File: config.mk
export PLATFORM = sky130hd
export DESIGN_NAME = urb_bridge
export DESIGN_NICKNAME = d
export VERILOG_FILES = /design/src/urb_pkg.sv /design/src/urb_bridge.sv
export SDC_FILE = /design/constraint.sdc
export NUM_CORES = 1
export LEC_CHECK = 0
export ABC_CLOCK_PERIOD_IN_PS = 161400
export BUFFER_PORTS_ARGS = -buffer_cell sky130_fd_sc_hd__buf_2
export CAP_MARGIN = 20
export CORE_ASPECT_RATIO = 0.9
export CORE_MARGIN = 4
export CORE_UTILIZATION = 45
export DETAILED_ROUTE_END_ITERATION = 10
export HOLD_SLACK_MARGIN = 0.02
export PLACE_DENSITY = 0.56
export SYNTH_ARGS = -nofsm -noshare
export SYNTH_HDL_FRONTEND = slang
export SYNTH_SLANG_ARGS = --single-unit
File: constraint.sdc
create_clock -name core_clk_i -period 161.4 [get_ports core_clk_i]
set_clock_uncertainty 0.15 [all_clocks]
set_input_delay 0 -clock core_clk_i [delete_from_list [all_inputs] [get_ports core_clk_i]]
set_output_delay 0 -clock core_clk_i [all_outputs]
set_load 0.05 [all_outputs]
File: src/urb_pkg.sv
/*
  constants, types and helper function shared by the serial-to-radio bridge
  assumes a 50 MHz core clock; every cycle count below is derived from that rate
*/
package urb_pkg;

  localparam int unsigned URB_CLK_HZ       = 50_000_000;
  // reset low time, ready delay and blink rate in their own units
  localparam int unsigned URB_RST_MIN_NS   = 1000;
  localparam int unsigned URB_RST_MIN_CYC  = (URB_RST_MIN_NS * (URB_CLK_HZ / 1_000_000) + 999) / 1000;
  localparam int unsigned URB_READY_US     = 500;
  localparam int unsigned URB_READY_CYC    = URB_READY_US * (URB_CLK_HZ / 1_000_000);
  localparam int unsigned URB_BLINK_HZ     = 2;
  localparam int unsigned URB_BLINK_HALF   = URB_CLK_HZ / (2 * URB_BLINK_HZ);

  // serial rates and transmit power indices; rate index 6 is the factory and loader rate
  localparam logic [2:0]  URB_BAUD_IDX_DEF = 3'h6;
  localparam logic [2:0]  URB_TX_POWER_DEF = 3'h0;
  localparam logic [2:0]  URB_TX_POWER_MAX = 3'h4;
  localparam int unsigned URB_LOADER_BAUD  = 115200;

  localparam int unsigned URB_DATA_BITS    = 8;
  localparam int unsigned URB_LINE_CHARS   = 12;
  localparam logic [7:0]  URB_CHAR_CR      = 8'h0d;
  localparam logic [7:0]  URB_CHAR_LF      = 8'h0a;
  localparam logic [7:0]  URB_CHAR_ZERO    = 8'h30;

  typedef struct packed {
    logic       valid;
    logic [7:0] data;
  } urb_byte_type;

  typedef struct packed {
    logic [2:0] baud_idx;
    logic [2:0] pwr_idx;
  } urb_cfg_type;

  typedef enum logic [3:0] {
    URB_RX_IDLE  = 4'b0001,
    URB_RX_START = 4'b0010,
    URB_RX_DATA  = 4'b0100,
    URB_RX_STOP  = 4'b1000
  } urb_rx_state_type;

  function automatic logic [15:0] urb_div(input logic [2:0] idx);
    int unsigned baud;
    baud = 115200;
    unique case (idx)
      3'h0: baud = 4800;
      3'h1: baud = 9600;
      3'h2: baud = 14400;
      3'h3: baud = 19200;
      3'h4: baud = 38400;
      3'h5: baud = 57600;
      3'h6: baud = 115200;
      3'h7: baud = 5000000;
    endcase
    return 16'((URB_CLK_HZ + baud / 2) / baud);
  endfunction

endpackage

File: src/urb_bridge.sv
/*
  serial-to-radio bridge: command interpreter while unlinked outside loader mode, transparent
  tunnel while linked, link indicator blinker and boot-select strap capture.
  assumes the radio side presents a byte stream with valid/ready and a
  level that says a peer is connected; all inputs are synchronous to core_clk_i
*/
`timescale 1ns/1ps

module urb_bridge #(
  parameter int unsigned BLINK_HALF_CYC = urb_pkg::URB_BLINK_HALF,
  parameter int unsigned READY_CYC      = urb_pkg::URB_READY_CYC
) (
  // clock and reset
  input  wire logic                 core_clk_i,
  input  wire logic                 rst_n_i,
  // module pins
  input  wire logic                 boot_select_pin_i,
  input  wire logic                 host_serial_rx_pin_i,
  output logic                      host_serial_tx_pin_o,
  output logic                      link_indicator_pin_o,
  // radio side
  input  wire logic                 peer_connected_i,
  output urb_pkg::urb_byte_type     radio_tx_o,
  input  wire logic                 radio_tx_ready_i,
  input  wire urb_pkg::urb_byte_type radio_rx_i,
  output logic                      radio_rx_ready_o,
  // status and configuration
  output urb_pkg::urb_cfg_type      cfg_o,
  output logic                      loader_mode_o,
  output urb_pkg::urb_byte_type     loader_byte_o,
  output logic                      module_ready_o,
  output logic                      frame_error_o,
  output logic                      overrun_o
);
  import urb_pkg::*;

  logic               strap_taken_reg;
  logic               loader_reg;
  logic               link_up_reg;
  logic [31:0]        ready_cnt_reg;
  urb_cfg_type        cfg_reg;
  urb_rx_state_type   rx_state_reg;
  logic [15:0]        rx_cnt_reg;
  logic [3:0]         rx_bit_reg;
  logic [7:0]         rx_shift_reg;
  logic               rx_done_reg;
  logic               frame_err_reg;
  urb_byte_type       fwd_reg;
  logic               overrun_reg;
  logic [8*URB_LINE_CHARS-1:0] line_reg;
  logic [3:0]         line_len_reg;
  logic [9:0]         tx_shift_reg;
  logic [3:0]         tx_bits_reg;
  logic [15:0]        tx_cnt_reg;
  logic [31:0]        blink_cnt_reg;
  logic               led_reg;
  urb_byte_type       loader_byte_reg;

  // selection and decode
  wire logic [15:0] div_w      = loader_reg ? urb_div(URB_BAUD_IDX_DEF) : urb_div(cfg_reg.baud_idx);
  wire logic        rx_tick_w  = (rx_cnt_reg == 16'h0000);
  wire logic        tx_tick_w  = (tx_cnt_reg == 16'h0000);
  wire logic        tx_idle_w  = (tx_bits_reg == 4'h0);
  wire logic        cmd_mode_w = !link_up_reg && !loader_reg;
  wire logic        tun_mode_w = link_up_reg && !loader_reg;
  wire logic        eol_w      = (rx_shift_reg == URB_CHAR_CR) || (rx_shift_reg == URB_CHAR_LF);
  wire logic        line_end_w = rx_done_reg && cmd_mode_w && eol_w;
  wire logic [7:0]  last_ch_w  = line_reg[7:0];
  wire logic [2:0]  digit_w    = 3'(last_ch_w - URB_CHAR_ZERO);
  wire logic        is_digit_w = (last_ch_w >= URB_CHAR_ZERO) && (last_ch_w <= 8'h37);
  wire logic        cmd_pwr_w  = line_end_w && (line_len_reg == 4'h8) &&
                                 (line_reg[63:8] == "AT+PWR=") && is_digit_w &&
                                 (digit_w <= URB_TX_POWER_MAX);
  wire logic        cmd_spd_w  = line_end_w && (line_len_reg == 4'ha) &&
                                 (line_reg[79:8] == "AT+SPEED=") && is_digit_w;
  wire logic        cmd_def_w  = line_end_w && (line_len_reg == 4'ha) &&
                                 (line_reg[79:0] == "AT+DEFAULT");
  wire logic        rx_take_w  = radio_rx_i.valid && radio_rx_ready_o;
  wire logic        blink_end_w = (blink_cnt_reg >= BLINK_HALF_CYC - 1);

  assign radio_rx_ready_o     = tun_mode_w && tx_idle_w;
  assign host_serial_tx_pin_o = tx_shift_reg[0];
  assign link_indicator_pin_o = led_reg;
  assign radio_tx_o           = fwd_reg;
  assign cfg_o                = cfg_reg;
  assign loader_mode_o        = loader_reg;
  assign loader_byte_o        = loader_byte_reg;
  assign module_ready_o       = (ready_cnt_reg >= READY_CYC);
  assign frame_error_o        = frame_err_reg;
  assign overrun_o            = overrun_reg;

  // the strap is caught on the first edge after release, never under reset
  always_ff @(posedge core_clk_i) begin
    if (!rst_n_i) begin
      strap_taken_reg <= 1'b0;
      loader_reg      <= 1'b0;
    end else if (!strap_taken_reg) begin
      strap_taken_reg <= 1'b1;
      loader_reg      <= boot_select_pin_i;
    end
  end

  // informs the host when the block is ready to talk
  always_ff @(posedge core_clk_i) begin
    if (!rst_n_i) begin
      ready_cnt_reg <= 32'h0;
    end else if (ready_cnt_reg < READY_CYC) begin
      ready_cnt_reg <= ready_cnt_reg + 32'h1;
    end
  end

  always_ff @(posedge core_clk_i) begin
    if (!rst_n_i) begin
      link_up_reg <= 1'b0;
    end else begin
      link_up_reg <= peer_connected_i && !loader_reg;
    end
  end

  // receiver: mid-bit sampling, 8N1 only
  always_ff @(posedge core_clk_i) begin
    if (!rst_n_i) begin
      rx_state_reg  <= URB_RX_IDLE;
      rx_cnt_reg    <= 16'h0;
      rx_bit_reg    <= 4'h0;
      rx_shift_reg  <= 8'h0;
      rx_done_reg   <= 1'b0;
      frame_err_reg <= 1'b0;
    end else begin
      rx_done_reg   <= 1'b0;
      frame_err_reg <= 1'b0;
      rx_cnt_reg    <= rx_tick_w ? 16'h0 : rx_cnt_reg - 16'h1;
      unique case (rx_state_reg)
        URB_RX_IDLE: if (!host_serial_rx_pin_i) begin
          rx_state_reg <= URB_RX_START;
          rx_cnt_reg   <= {1'b0, div_w[15:1]};
        end
        URB_RX_START: if (rx_tick_w) begin
          rx_state_reg <= host_serial_rx_pin_i ? URB_RX_IDLE : URB_RX_DATA;
          rx_cnt_reg   <= div_w - 16'h1;
          rx_bit_reg   <= 4'h0;
        end
        URB_RX_DATA: if (rx_tick_w) begin
          rx_shift_reg <= {host_serial_rx_pin_i, rx_shift_reg[7:1]};
          rx_cnt_reg   <= div_w - 16'h1;
          rx_bit_reg   <= rx_bit_reg + 4'h1;
          if (rx_bit_reg == 4'(URB_DATA_BITS - 1)) begin
            rx_state_reg <= URB_RX_STOP;
          end
        end
        URB_RX_STOP: if (rx_tick_w) begin
          rx_state_reg  <= URB_RX_IDLE;
          rx_done_reg   <= host_serial_rx_pin_i;
          frame_err_reg <= !host_serial_rx_pin_i;
        end
      endcase
    end
  end

  // one holding byte toward the radio; a byte arriving while it is full and the radio is not ready is lost
  always_ff @(posedge core_clk_i) begin
    if (!rst_n_i) begin
      fwd_reg     <= '0;
      overrun_reg <= 1'b0;
    end else begin
      overrun_reg <= 1'b0;
      if (!tun_mode_w) begin
        fwd_reg.valid <= 1'b0;
      end else if (rx_done_reg && (!fwd_reg.valid || radio_tx_ready_i)) begin
        fwd_reg <= '{valid: 1'b1, data: rx_shift_reg};
      end else begin
        if (fwd_reg.valid && radio_tx_ready_i) begin
          fwd_reg.valid <= 1'b0;
        end
        overrun_reg <= rx_done_reg;
      end
    end
  end

  always_ff @(posedge core_clk_i) begin
    if (!rst_n_i) begin
      loader_byte_reg <= '0;
    end else begin
      loader_byte_reg <= '{valid: rx_done_reg && loader_reg, data: rx_shift_reg};
    end
  end

  // command line collector; bytes in command mode never reach the radio
  always_ff @(posedge core_clk_i) begin
    if (!rst_n_i || !cmd_mode_w) begin
      line_reg     <= '0;
      line_len_reg <= 4'h0;
    end else if (line_end_w) begin
      line_len_reg <= 4'h0;
    end else if (rx_done_reg) begin
      line_reg     <= {line_reg[8*URB_LINE_CHARS-9:0], rx_shift_reg};
      line_len_reg <= (line_len_reg == 4'(URB_LINE_CHARS)) ? line_len_reg : line_len_reg + 4'h1;
    end
  end

  always_ff @(posedge core_clk_i) begin
    if (!rst_n_i) begin
      cfg_reg <= '{baud_idx: URB_BAUD_IDX_DEF, pwr_idx: URB_TX_POWER_DEF};
    end else if (cmd_def_w) begin
      cfg_reg <= '{baud_idx: URB_BAUD_IDX_DEF, pwr_idx: URB_TX_POWER_DEF};
    end else if (cmd_pwr_w) begin
      cfg_reg.pwr_idx <= digit_w;
    end else if (cmd_spd_w) begin
      cfg_reg.baud_idx <= digit_w;
    end
  end

  // transmitter; idle line is high, frame is start, 8 data lsb first, stop
  always_ff @(posedge core_clk_i) begin
    if (!rst_n_i) begin
      tx_shift_reg <= 10'h3ff;
      tx_bits_reg  <= 4'h0;
      tx_cnt_reg   <= 16'h0;
    end else if (rx_take_w) begin
      tx_shift_reg <= {1'b1, radio_rx_i.data, 1'b0};
      tx_bits_reg  <= 4'ha;
      tx_cnt_reg   <= div_w - 16'h1;
    end else if (!tx_idle_w) begin
      tx_cnt_reg <= tx_tick_w ? div_w - 16'h1 : tx_cnt_reg - 16'h1;
      if (tx_tick_w) begin
        tx_shift_reg <= {1'b1, tx_shift_reg[9:1]};
        tx_bits_reg  <= tx_bits_reg - 4'h1;
      end
    end
  end

  // link indicator: blink while unlinked, steady low once linked
  always_ff @(posedge core_clk_i) begin
    if (!rst_n_i || link_up_reg) begin
      blink_cnt_reg <= 32'h0;
      led_reg       <= 1'b0;
    end else if (blink_end_w) begin
      blink_cnt_reg <= 32'h0;
      led_reg       <= !led_reg;
    end else begin
      blink_cnt_reg <= blink_cnt_reg + 32'h1;
    end
  end
endmodule

== Yosys cells after proc, flatten, opt, wreduce, memory -nomap -nowiden ==
Memories as Yosys holds them, arrays and structs flattened. A register that Yosys moved wholly into a read port is not among the register bits.
Index checks and enable logic that the tools add are counted.

* Memory bits (read-only): 112
* Output and inout bits: 31
* Word-level logic and storage cells: 150
* Register bits after elaboration: 240
* Memories: 1
* Input port bits: 15

* Divide/modulo/power cells: 1
* Add/sub/neg operators: 10
* Muxes and demuxes: 29
* Order comparisons: 6
* Reduce and logical (&&, ||, !) cells: 53
* Bitwise logic cells: 6
* Equal/unequal tests: 19

{| class="wikitable"
|+ Memory list
! memory !! words !! bits a word !! rd ports !! clocked after Yosys merged registers in !! write ports !! line !! text
|-
| (name not given) || 8 || 14 || 1 || 1 || 0 || urb_pkg.sv:48 || <nowiki>unique case (idx)</nowiki>
|}

{| class="wikitable"
|+ Operators by type and width
! operator !! number
|-
| $mux 16 || 7
|-
| $eq 80x79->1 const B || 1
|-
| $eq 72x71->1 const B || 1
|-
| $add 32x1->32 const B || 2
|-
| $eq 56x55->1 const B || 1
|-
| $sub 16x1->16 const B || 3
|-
| $mux 4 || 10
|-
| $add 26x31->32 const A || 1
|-
| $div 32x32->32 || 1
|-
| $ge 32x15->1 const B || 1
|-
| $ge 32x24->1 const B || 1
|-
| $logic_not 16->1 || 2
|-
| $lt 32x15->1 const B || 1
|-
| $pmux 16 s2 || 1
|-
| $mux 9 || 3
|-
| $logic_and 1x1->1 || 19
|-
| $eq 4x4->1 const B || 4
|-
| $eq 8x4->1 const B || 2
|-
| $pmux 4 s4 || 1
|-
| $reduce_and 2->1 || 8
|-
| $ne 2x2->1 const B || 5
|-
| $reduce_or 2->1 || 5
|-
| $mux 3 || 3
|-
| $add 4x1->4 const B || 2
|-
| 19 further kinds || 39
|}

== Longest topological paths before layout ==
Gate-level depths: netlist of run 1.

* Word-level depth: 12
* Depth in mapped cells: 342
* Mapped depth without buffers: 303

== Worst setup path after synthesis of run 1 ==
Ideal clock, no wire load.

* Path kind: register -> register
* From: register with a tool-made name
* To: register rx_cnt_reg[12]
* Path slack: 97520 ps
* Buffers on the path: 43
* Setup time: 123 ps
* Arrival: 63606 ps
* Data required time: 161127 ps
* Cell stages (with the launch flop): 325
* Clock period less this slack: 63880 ps
* Cells stage by stage: dfxtp_1 > clkbuf_1 > inv_1 > ha_1 > nor2_1 > a211o_1 > or4_1 > nand2_1 > ha_1 > a21o_1 > o21ai_1 > a21oi_1 > mux2_2 > ha_1 > a21oi_1 > a21oi_1 > o21a_1 > clkbuf_1 > [289 not listed] > o21ai_0 > nand2b_1 > a21oi_1 > nor2b_1 > o21ai_0 > nand2b_1 > a21oi_1 > or3_1 > o2111ai_2 > o21bai_1 > ha_1 > nand4_1 > or3_1 > clkbuf_1 > nor2_1 > o32ai_1 > a221oi_1 > nor2b_1

{| class="wikitable"
|+ RTL lines
! element !! line !! text
|-
| end signal, assigned || urb_bridge.sv:132 || <nowiki>rx_cnt_reg <= rx_tick_w ? 16'h0 : rx_cnt_reg - 16'h1;</nowiki>
|-
| end signal, assigned || urb_bridge.sv:136 || <nowiki>rx_cnt_reg <= {1'b0, div_w[15:1]};</nowiki>
|-
| end signal, assigned || urb_bridge.sv:140 || <nowiki>rx_cnt_reg <= div_w - 16'h1;</nowiki>
|-
| end, declared || urb_bridge.sv:43 || <nowiki>logic [15:0] rx_cnt_reg;</nowiki>
|}

==> impl_metrics.py, run 1 <==
metrics = {
    "worst_setup_path": {
        "critPathLaunchType": "flop",
        "top_cell_by_count_worst_path": "a21o_1",
        "critical_path_arrival_ps": 69990,
        "crit_path_max_incr_delay_ps": 770,
        "timing.reg2reg.setup_slack_ps": 91670,
        "worst-path-max-fanout": 39,
        "timing.critical_path.to_type": "flop",
        "timing.critical_path.slowest_stage_cell": "a2111oi_2",
        "timing_worst_setup_path_type": "reg2reg",
        "worst-endpoint-required_ps": 161660,
    },
    "floorplanning": {
        "boundaryPins": 46,
        "placeable_core_area_sq_um": 70300,
        "die_w_microns": 289,
        "initial_core_util_pct": 45.6,
        "die_area_sq_um": 75600,
        "placement_rows": 92,
        "die_y_microns": 261,
    },
    "synth": {
        "combinational_family_with_the_most_area_after_synthesis": "compound AO/OA/AOI/OAI gates",
        "netlist-cell-type-count": 127,
        "synth_compound_gate_area_share_pct": 28.8,
        "synth_ff_type": "dfxtp_1",
        "synthSimpleGateAreaFrac_pct": 28.5,
        "synth.yosys.warnings": 0,
        "netlist_instances": 4450,
        "ys_seq_elements": 252,
        "post_synth_fa_ha_maj_area_fraction_pct": 11.5,
        "synth.avg_cell_area_sq_um": 7.21,
        "number_of_flops_mapped_to_enable_cells_by_yosys": 0,
        "synth_mux_area_share_pct": 3.52,
        "post_synthesis_cell_area_sq_um": 32100,
        "seq_area_frac_synth_pct": 15.7,
        "asyncSetResetFlopFracSynth_pct": 0,
        "synth_xor_xnor_area_share_pct": 8.45,
    },
    "power": {
        "ir_drop_v": 0.00000665,
        "power_per_standard_cell_area_nw_per_um2": 5.11,
        "seqPwrFrac_pct": 39.7,
        "p_sw_share_pct": 33.6,
        "internal_power_mw": 0.117,
        "p_leak_nw": 13.9,
        "p_clk_share_pct": 32.7,
        "fin_total_pwr_mw": 0.176,
        "power.share.combinational_pct": 27.5,
        "switchingPower_mw": 0.0590,
    },
    "route": {
        "wl_per_cell_microns": 19.3,
        "initialDrtViolationCount": 2835,
        "ant_nets": 0,
        "detail_route.vias_per_cell": 6.10,
        "drt_pass1_iterations": 8,
        "drc": 0,
        "dr_total_vias": 33000,
        "postRouteWirelength_microns": 104000,
    },
    "clocking": {
        "tritoncts": "yes",
        "cts-root-buf": "clkbuf_16",
        "cts_setup_buffers": 0,
        "h-tree-depth": 1,
        "clk_transition_reported_paths_ps": 70,
        "cts-resized-gates": 0,
        "numCtsBuffers": 25,
        "clkLatencyLatePin_ps": 540,
        "cts.path.max_buffers": 3,
        "cts_num_sinks": 252,
    },
    "placed_design": {
        "detailed_place.area_sq_um": 33300,
        "place_congestion": 0.928,
        "io_buffers": 45,
        "numPlacedInstances": 5343,
        "dp.final_hpwl_microns": 79800,
    },
    "timing": {
        "timing.final.setup_violations": 0,
        "final_max_slew_viol_count": 0,
        "hold_violations": 0,
        "max_slew_margin_pct": 26.6,
        "achievable-frequency_mhz": 14.3,
        "min_period_ps": 69730,
        "layout_worst_path_cycle_share_pct": 43.2,
        "rsz0062_at_grt": "false",
        "timing.hold.ws_ps": 71.3,
        "timing_worst_slew_pin_value_ps": 1100,
        "totalNegativeSetupSlack_ps": 0,
    },
    "final_layout": {
        "layout.cells.non_filler": 5410,
        "diodes": 0,
        "nets": 4759,
        "largest_reg_flops": 80,
        "post-route-cell-area_sq_um": 34400,
        "post_route_cells_drive_above_1_share_pct": 6.78,
        "layout-area-overhead-vs-synth_pct": 7.16,
    },
    "grt": {
        "maximum_number_of_pins_on_one_net_before_global_route_repair": 82,
        "grt_first_pass_wirelength_microns": 165000,
        "initial_antenna_violation_count": 1,
        "grt-ovfl-total": 0,
        "vias_in_the_first_global_route": 29500,
        "track_usage_pct": 26.6,
    },
    "min_path": {
        "min_path_type": "in2reg",
    },
    "status": {
        "result_of_the_run": "completed",
    },
    "job": {
        "max_cap_viol_count": 0,
    },
}
## kinds of logic after synthesis
logic type,after synthesis
AO/OA/AOI/OAI,1347
XOR/XNOR,303
adder cells (fa/ha/maj),294
buffers and inverters,295
flip-flops,252
multiplexers,106
other,2
AND/OR/NAND/NOR,1851
## final timing paths
path / start / to / cells after the start
setup / recovery: flop / tx_cnt_reg[10] / 283
hold / removal: peer_connected_i / link_up_reg / 3
hold reg to reg: ready_cnt_reg[20] / ready_cnt_reg[20] / 1
setup reg to reg: flop / tx_cnt_reg[10] / 283
## metal layers
| layer | GRT usage (%) | part of all wire [%] | up-vias |
|---|---|---|---|
| met5 | 0 | 0 | - |
| met4 | 5.42 | 2.2 | 0 |
| met3 | 4.47 | 7.6 | 118 |
| met2 | 39.0 | 41 | 1062 |
| met1 | 40.4 | 50 | 15300 |
| li1 | - | - | 16500 |
## worst max-delay path: cells and delay by family (launching register included)
family	cells	cell delay, ps
adders and majority gates	25	8020
xor gates and xnor gates	4	890
buffers and inverters	6	1650
muxes	2	600
and+or+nand+nor	77	17390
DFF	1	410
AOI/OAI and AO/OA	169	40360
## metrics by stage
| step | utilization, % | setup WS [ps] |
|---|---|---|
| global placement | 47.4 | 94240 |
| floorplan | - | 97520 |
| finish | 48.9 | 91670 |
| global route | 48.9 | 85480 |
| detailed placement | 47.4 | 92840 |
| CTS | 48.9 | 92550 |
## power by group through the flow
| stage | combinational (mW) | sequential, mW | clock, mW |
|---|---|---|---|
| after floorplan | 0.0357 | 0.0712 | 0 |
| after global placement | 0.0463 | 0.0711 | 0 |
| after detailed placement | 0.0461 | 0.0710 | 0 |
| after CTS | 0.0476 | 0.0696 | 0.0590 |
| after global routing | 0.0538 | 0.0702 | 0.0618 |
| final | 0.0484 | 0.0698 | 0.0575 |
## cells in the mapped netlist, drive strengths merged, types with 24 or more instances
library cell / count / share of area (%)
or4: 24 / 0.61
xnor2: 187 / 5.1
nand3: 135 / 2.1
nor3: 156 / 2.5
a21oi: 352 / 5.5
nor4: 66 / 1.5
buf: 28 / 0.43
or3: 56 / 1.1
or2: 28 / 0.55
o21ai: 236 / 3.7
xor2: 112 / 3.1
mux2i: 58 / 1.8
ha: 292 / 11
dfxtp: 252 / 16
a211oi: 62 / 1.6
o211ai: 41 / 0.98
nor2: 451 / 5.3
inv: 133 / 1.6
mux2: 48 / 1.7
nand2b: 58 / 1.1
and2: 70 / 1.4
and3: 39 / 0.76
o21a: 95 / 2.2
nor2b: 80 / 1.6
nand4: 58 / 1.2
clkbuf: 134 / 1.6
nand2: 551 / 6.4
o31ai: 52 / 1.3
a21o: 115 / 2.7
a31oi: 54 / 1.1
## what timing repair did
item,CTS,global route
setup endpoints to repair,0,0
hold endpoints to repair,63,0
hold buffers,22,0
## final cells by class
type,instances,area (sq um)
Tap cell,940,1180
Timing Repair Buffer,122,858
Clock inverter,11,100
Fill cell,7167,36000
Inverter,133,499
Clock buffer,34,699
Multi-Input combinational cell,3918,26000
Sequential cell,252,5040
## cells in the final DEF (no fill, tap or decap), drive strengths merged, types with 62 or more instances in the layout
cell and count:
dfxtp 252, o21a 95, and2 70, a21o 115, o21ai 236, xnor2 187
nand2 551, nor2 451, nand3 135, inv 134, nor3 156, a21oi 352
xor2 112, a211oi 62, nor4 66, nor2b 80, ha 292, buf 100
Note: power is estimated with default switching activity, not from simulation.
==> inputs of run 2 (changes only) <==
ABC_CLOCK_PERIOD_IN_PS = 71600   (was 161400)
clock period = 71.6 ns   (was 161.4 ns; I/O delays follow)
==> impl_metrics.py, run 2 (same netlist as run 1, synthesis figures left out) <==
metrics = {
    "status": {
        "result_of_the_run": "completed",
    },
    "clocking": {
        "cts_setup_buffers": 0,
        "tritoncts": "yes",
        "h-tree-depth": 1,
        "clkLatencyLatePin_ps": 560,
        "clk_transition_reported_paths_ps": 80,
        "cts_num_sinks": 252,
        "numCtsBuffers": 26,
        "cts.path.max_buffers": 3,
        "cts-root-buf": "clkbuf_16",
    },
    "final_layout": {
        "fillers": 7107,
        "largest_reg_flops": 80,
        "most-common-layout-cells": "545 x nand2_1, 447 x nor2_1, 349 x a21oi_1",
        "diodes": 0,
        "post-route-cell-area_sq_um": 34500,
        "mostFrequentLayoutCell": "nand2_1",
        "post_route_cells_drive_above_1_share_pct": 7.16,
        "layout-area-overhead-vs-synth_pct": 7.64,
        "nets": 4758,
    },
    "timing": {
        "timing.final.setup_violations": 0,
        "totalNegativeSetupSlack_ps": 0,
        "layout_worst_path_cycle_share_pct": 92.2,
        "timing_worst_slew_pin_value_ps": 1090,
        "achievable-frequency_mhz": 15.1,
        "max_slew_margin_pct": 25.4,
        "final_max_slew_viol_count": 0,
        "hold_violations": 0,
        "timing.hold.ws_ps": 95.2,
        "min_period_ps": 66030,
        "rsz0062_at_grt": "false",
        "timing.final.ws_setup_ps": 5570,
    },
    "job": {
        "max_cap_viol_count": 0,
    },
    "power": {
        "power_per_standard_cell_area_nw_per_um2": 11.9,
        "ir_drop_v": 0.0000184,
        "p_leak_nw": 13.9,
    },
    "floorplanning": {
        "die_area_sq_um": 75600,
        "boundaryPins": 46,
        "die_w_microns": 289,
        "placement_rows": 92,
        "initial_core_util_pct": 45.6,
        "placeable_core_area_sq_um": 70300,
        "die_y_microns": 261,
    },
    "grt": {
        "groute.layer.met3.usage_pct": 2.69,
        "grt_busiest_layer": "met1",
        "grtUsageMet2_pct": 41.5,
        "grt-ovfl-total": 0,
        "vias_in_the_first_global_route": 30000,
        "initial_antenna_violation_count": 0,
        "grt_first_pass_wirelength_microns": 170000,
        "maximum_number_of_pins_on_one_net_before_global_route_repair": 82,
        "grt_use_met1_pct": 42.1,
        "track_usage_pct": 27.4,
    },
    "route": {
        "ant_nets": 0,
        "dr_total_vias": 33400,
        "postRouteWirelength_microns": 107000,
        "drc": 0,
        "initialDrtViolationCount": 3141,
        "drt_pass1_iterations": 5,
        "wl_per_cell_microns": 19.8,
        "detail_route.vias_per_cell": 6.18,
    },
    "min_path": {
        "hold_path.startpoint": "host_serial_rx_pin_i",
        "hold-path-cell-count": 3,
        "hold-path-endpoint": "frame_error_o",
        "min_path_type": "in2reg",
    },
    "worst_setup_path": {
        "timing.critical_path.to_type": "flop",
        "crit_path_max_incr_delay_ps": 760,
        "critical_path_arrival_ps": 66320,
        "worst_path_dominant_cell_family": "compound AO/OA/AOI/OAI gates",
        "worst-path-max-fanout": 39,
        "timing.critical_path.slowest_stage_cell": "nor2_1",
        "top_cell_by_count_worst_path": "a21o_1",
        "timing_worst_setup_path_type": "reg2reg",
        "worstRegToRegCells": 279,
        "path_buf_inv": 9,
        "worst-endpoint-required_ps": 71890,
        "critPathLaunchType": "flop",
        "timing.rr.end": "rx_cnt_reg[12]",
        "timing.reg2reg.setup_slack_ps": 5570,
    },
    "placed_design": {
        "dp.final_hpwl_microns": 81600,
        "place_congestion": 0.947,
        "detailed_place.area_sq_um": 33300,
        "dp_worst_setup_slack_ps": 3110,
        "io_buffers": 45,
    },
}
run 2: cell type report:
| class | instances | area, sq um | area share, % |
|---|---|---|---|
| multi-input cells | 3918 | 26100 | 75.5 |
| flip-flops and latches | 252 | 5040 | 14.6 |
| well taps | 940 | 1180 | 3.41 |
| repair buffers | 120 | 842 | 2.44 |
| clock buffers | 36 | 738 | 2.14 |
| inverters | 133 | 507 | 1.47 |
| clock inverters | 11 | 149 | 0.431 |
run 2: repair_timing:
| action | in CTS | in global routing |
|---|---|---|
| setup endpoints to repair | 0 | 32 |
| hold endpoints to repair | 84 | 0 |
| hold buffers | 22 | 0 |
| gates resized for setup | 0 | 22 |
run 2: routing by layer:
metal / vias up / share of wire [%]
met2: 1116 / 42
li1: 16500 / -
met4: 0 / 2.0
met3: 111 / 6.6
met5: - / 0
met1: 15700 / 50
run 2: where the power goes:
group	switching [mW]	internal [mW]
Combinational	0.0680	0.0422
Sequential	0.00845	0.150
Clock	0.0590	0.0832
Total	0.135	0.276
run 2: worst reg2reg max path, delay by kind of cell, from the launching register on:
kind | cells | cell delay [ps]
and+or+nand+nor | 77 | 16170
buffers and inverters | 9 | 1810
adders and majority gates | 25 | 8340
muxes | 5 | 1810
DFF | 1 | 500
AOI/OAI and AO/OA | 163 | 37120
run 2: metrics by stage:
stage	instances	power (mW)	utilization, %
finish	5410	0.411	49.1
global route	5410	0.435	49.1
CTS	5408	0.413	48.9
detailed placement	5339	0.266	47.4
global placement	5338	0.267	47.4
floorplan	4465	0.231	-
run 2: worst max-delay path by stage:
stage	startpoint	endpoint	slack, ps	cells past startpoint
after floorplan	flop	rx_cnt_reg[12]	7720	324
after global placement	flop	tx_cnt_reg[10]	4750	282
after detailed placement	flop	tx_cnt_reg[10]	3110	282
after CTS	flop	rx_cnt_reg[12]	2850	279
after global routing	flop	tx_cnt_reg[10]	240	284
final	flop	rx_cnt_reg[12]	5570	279
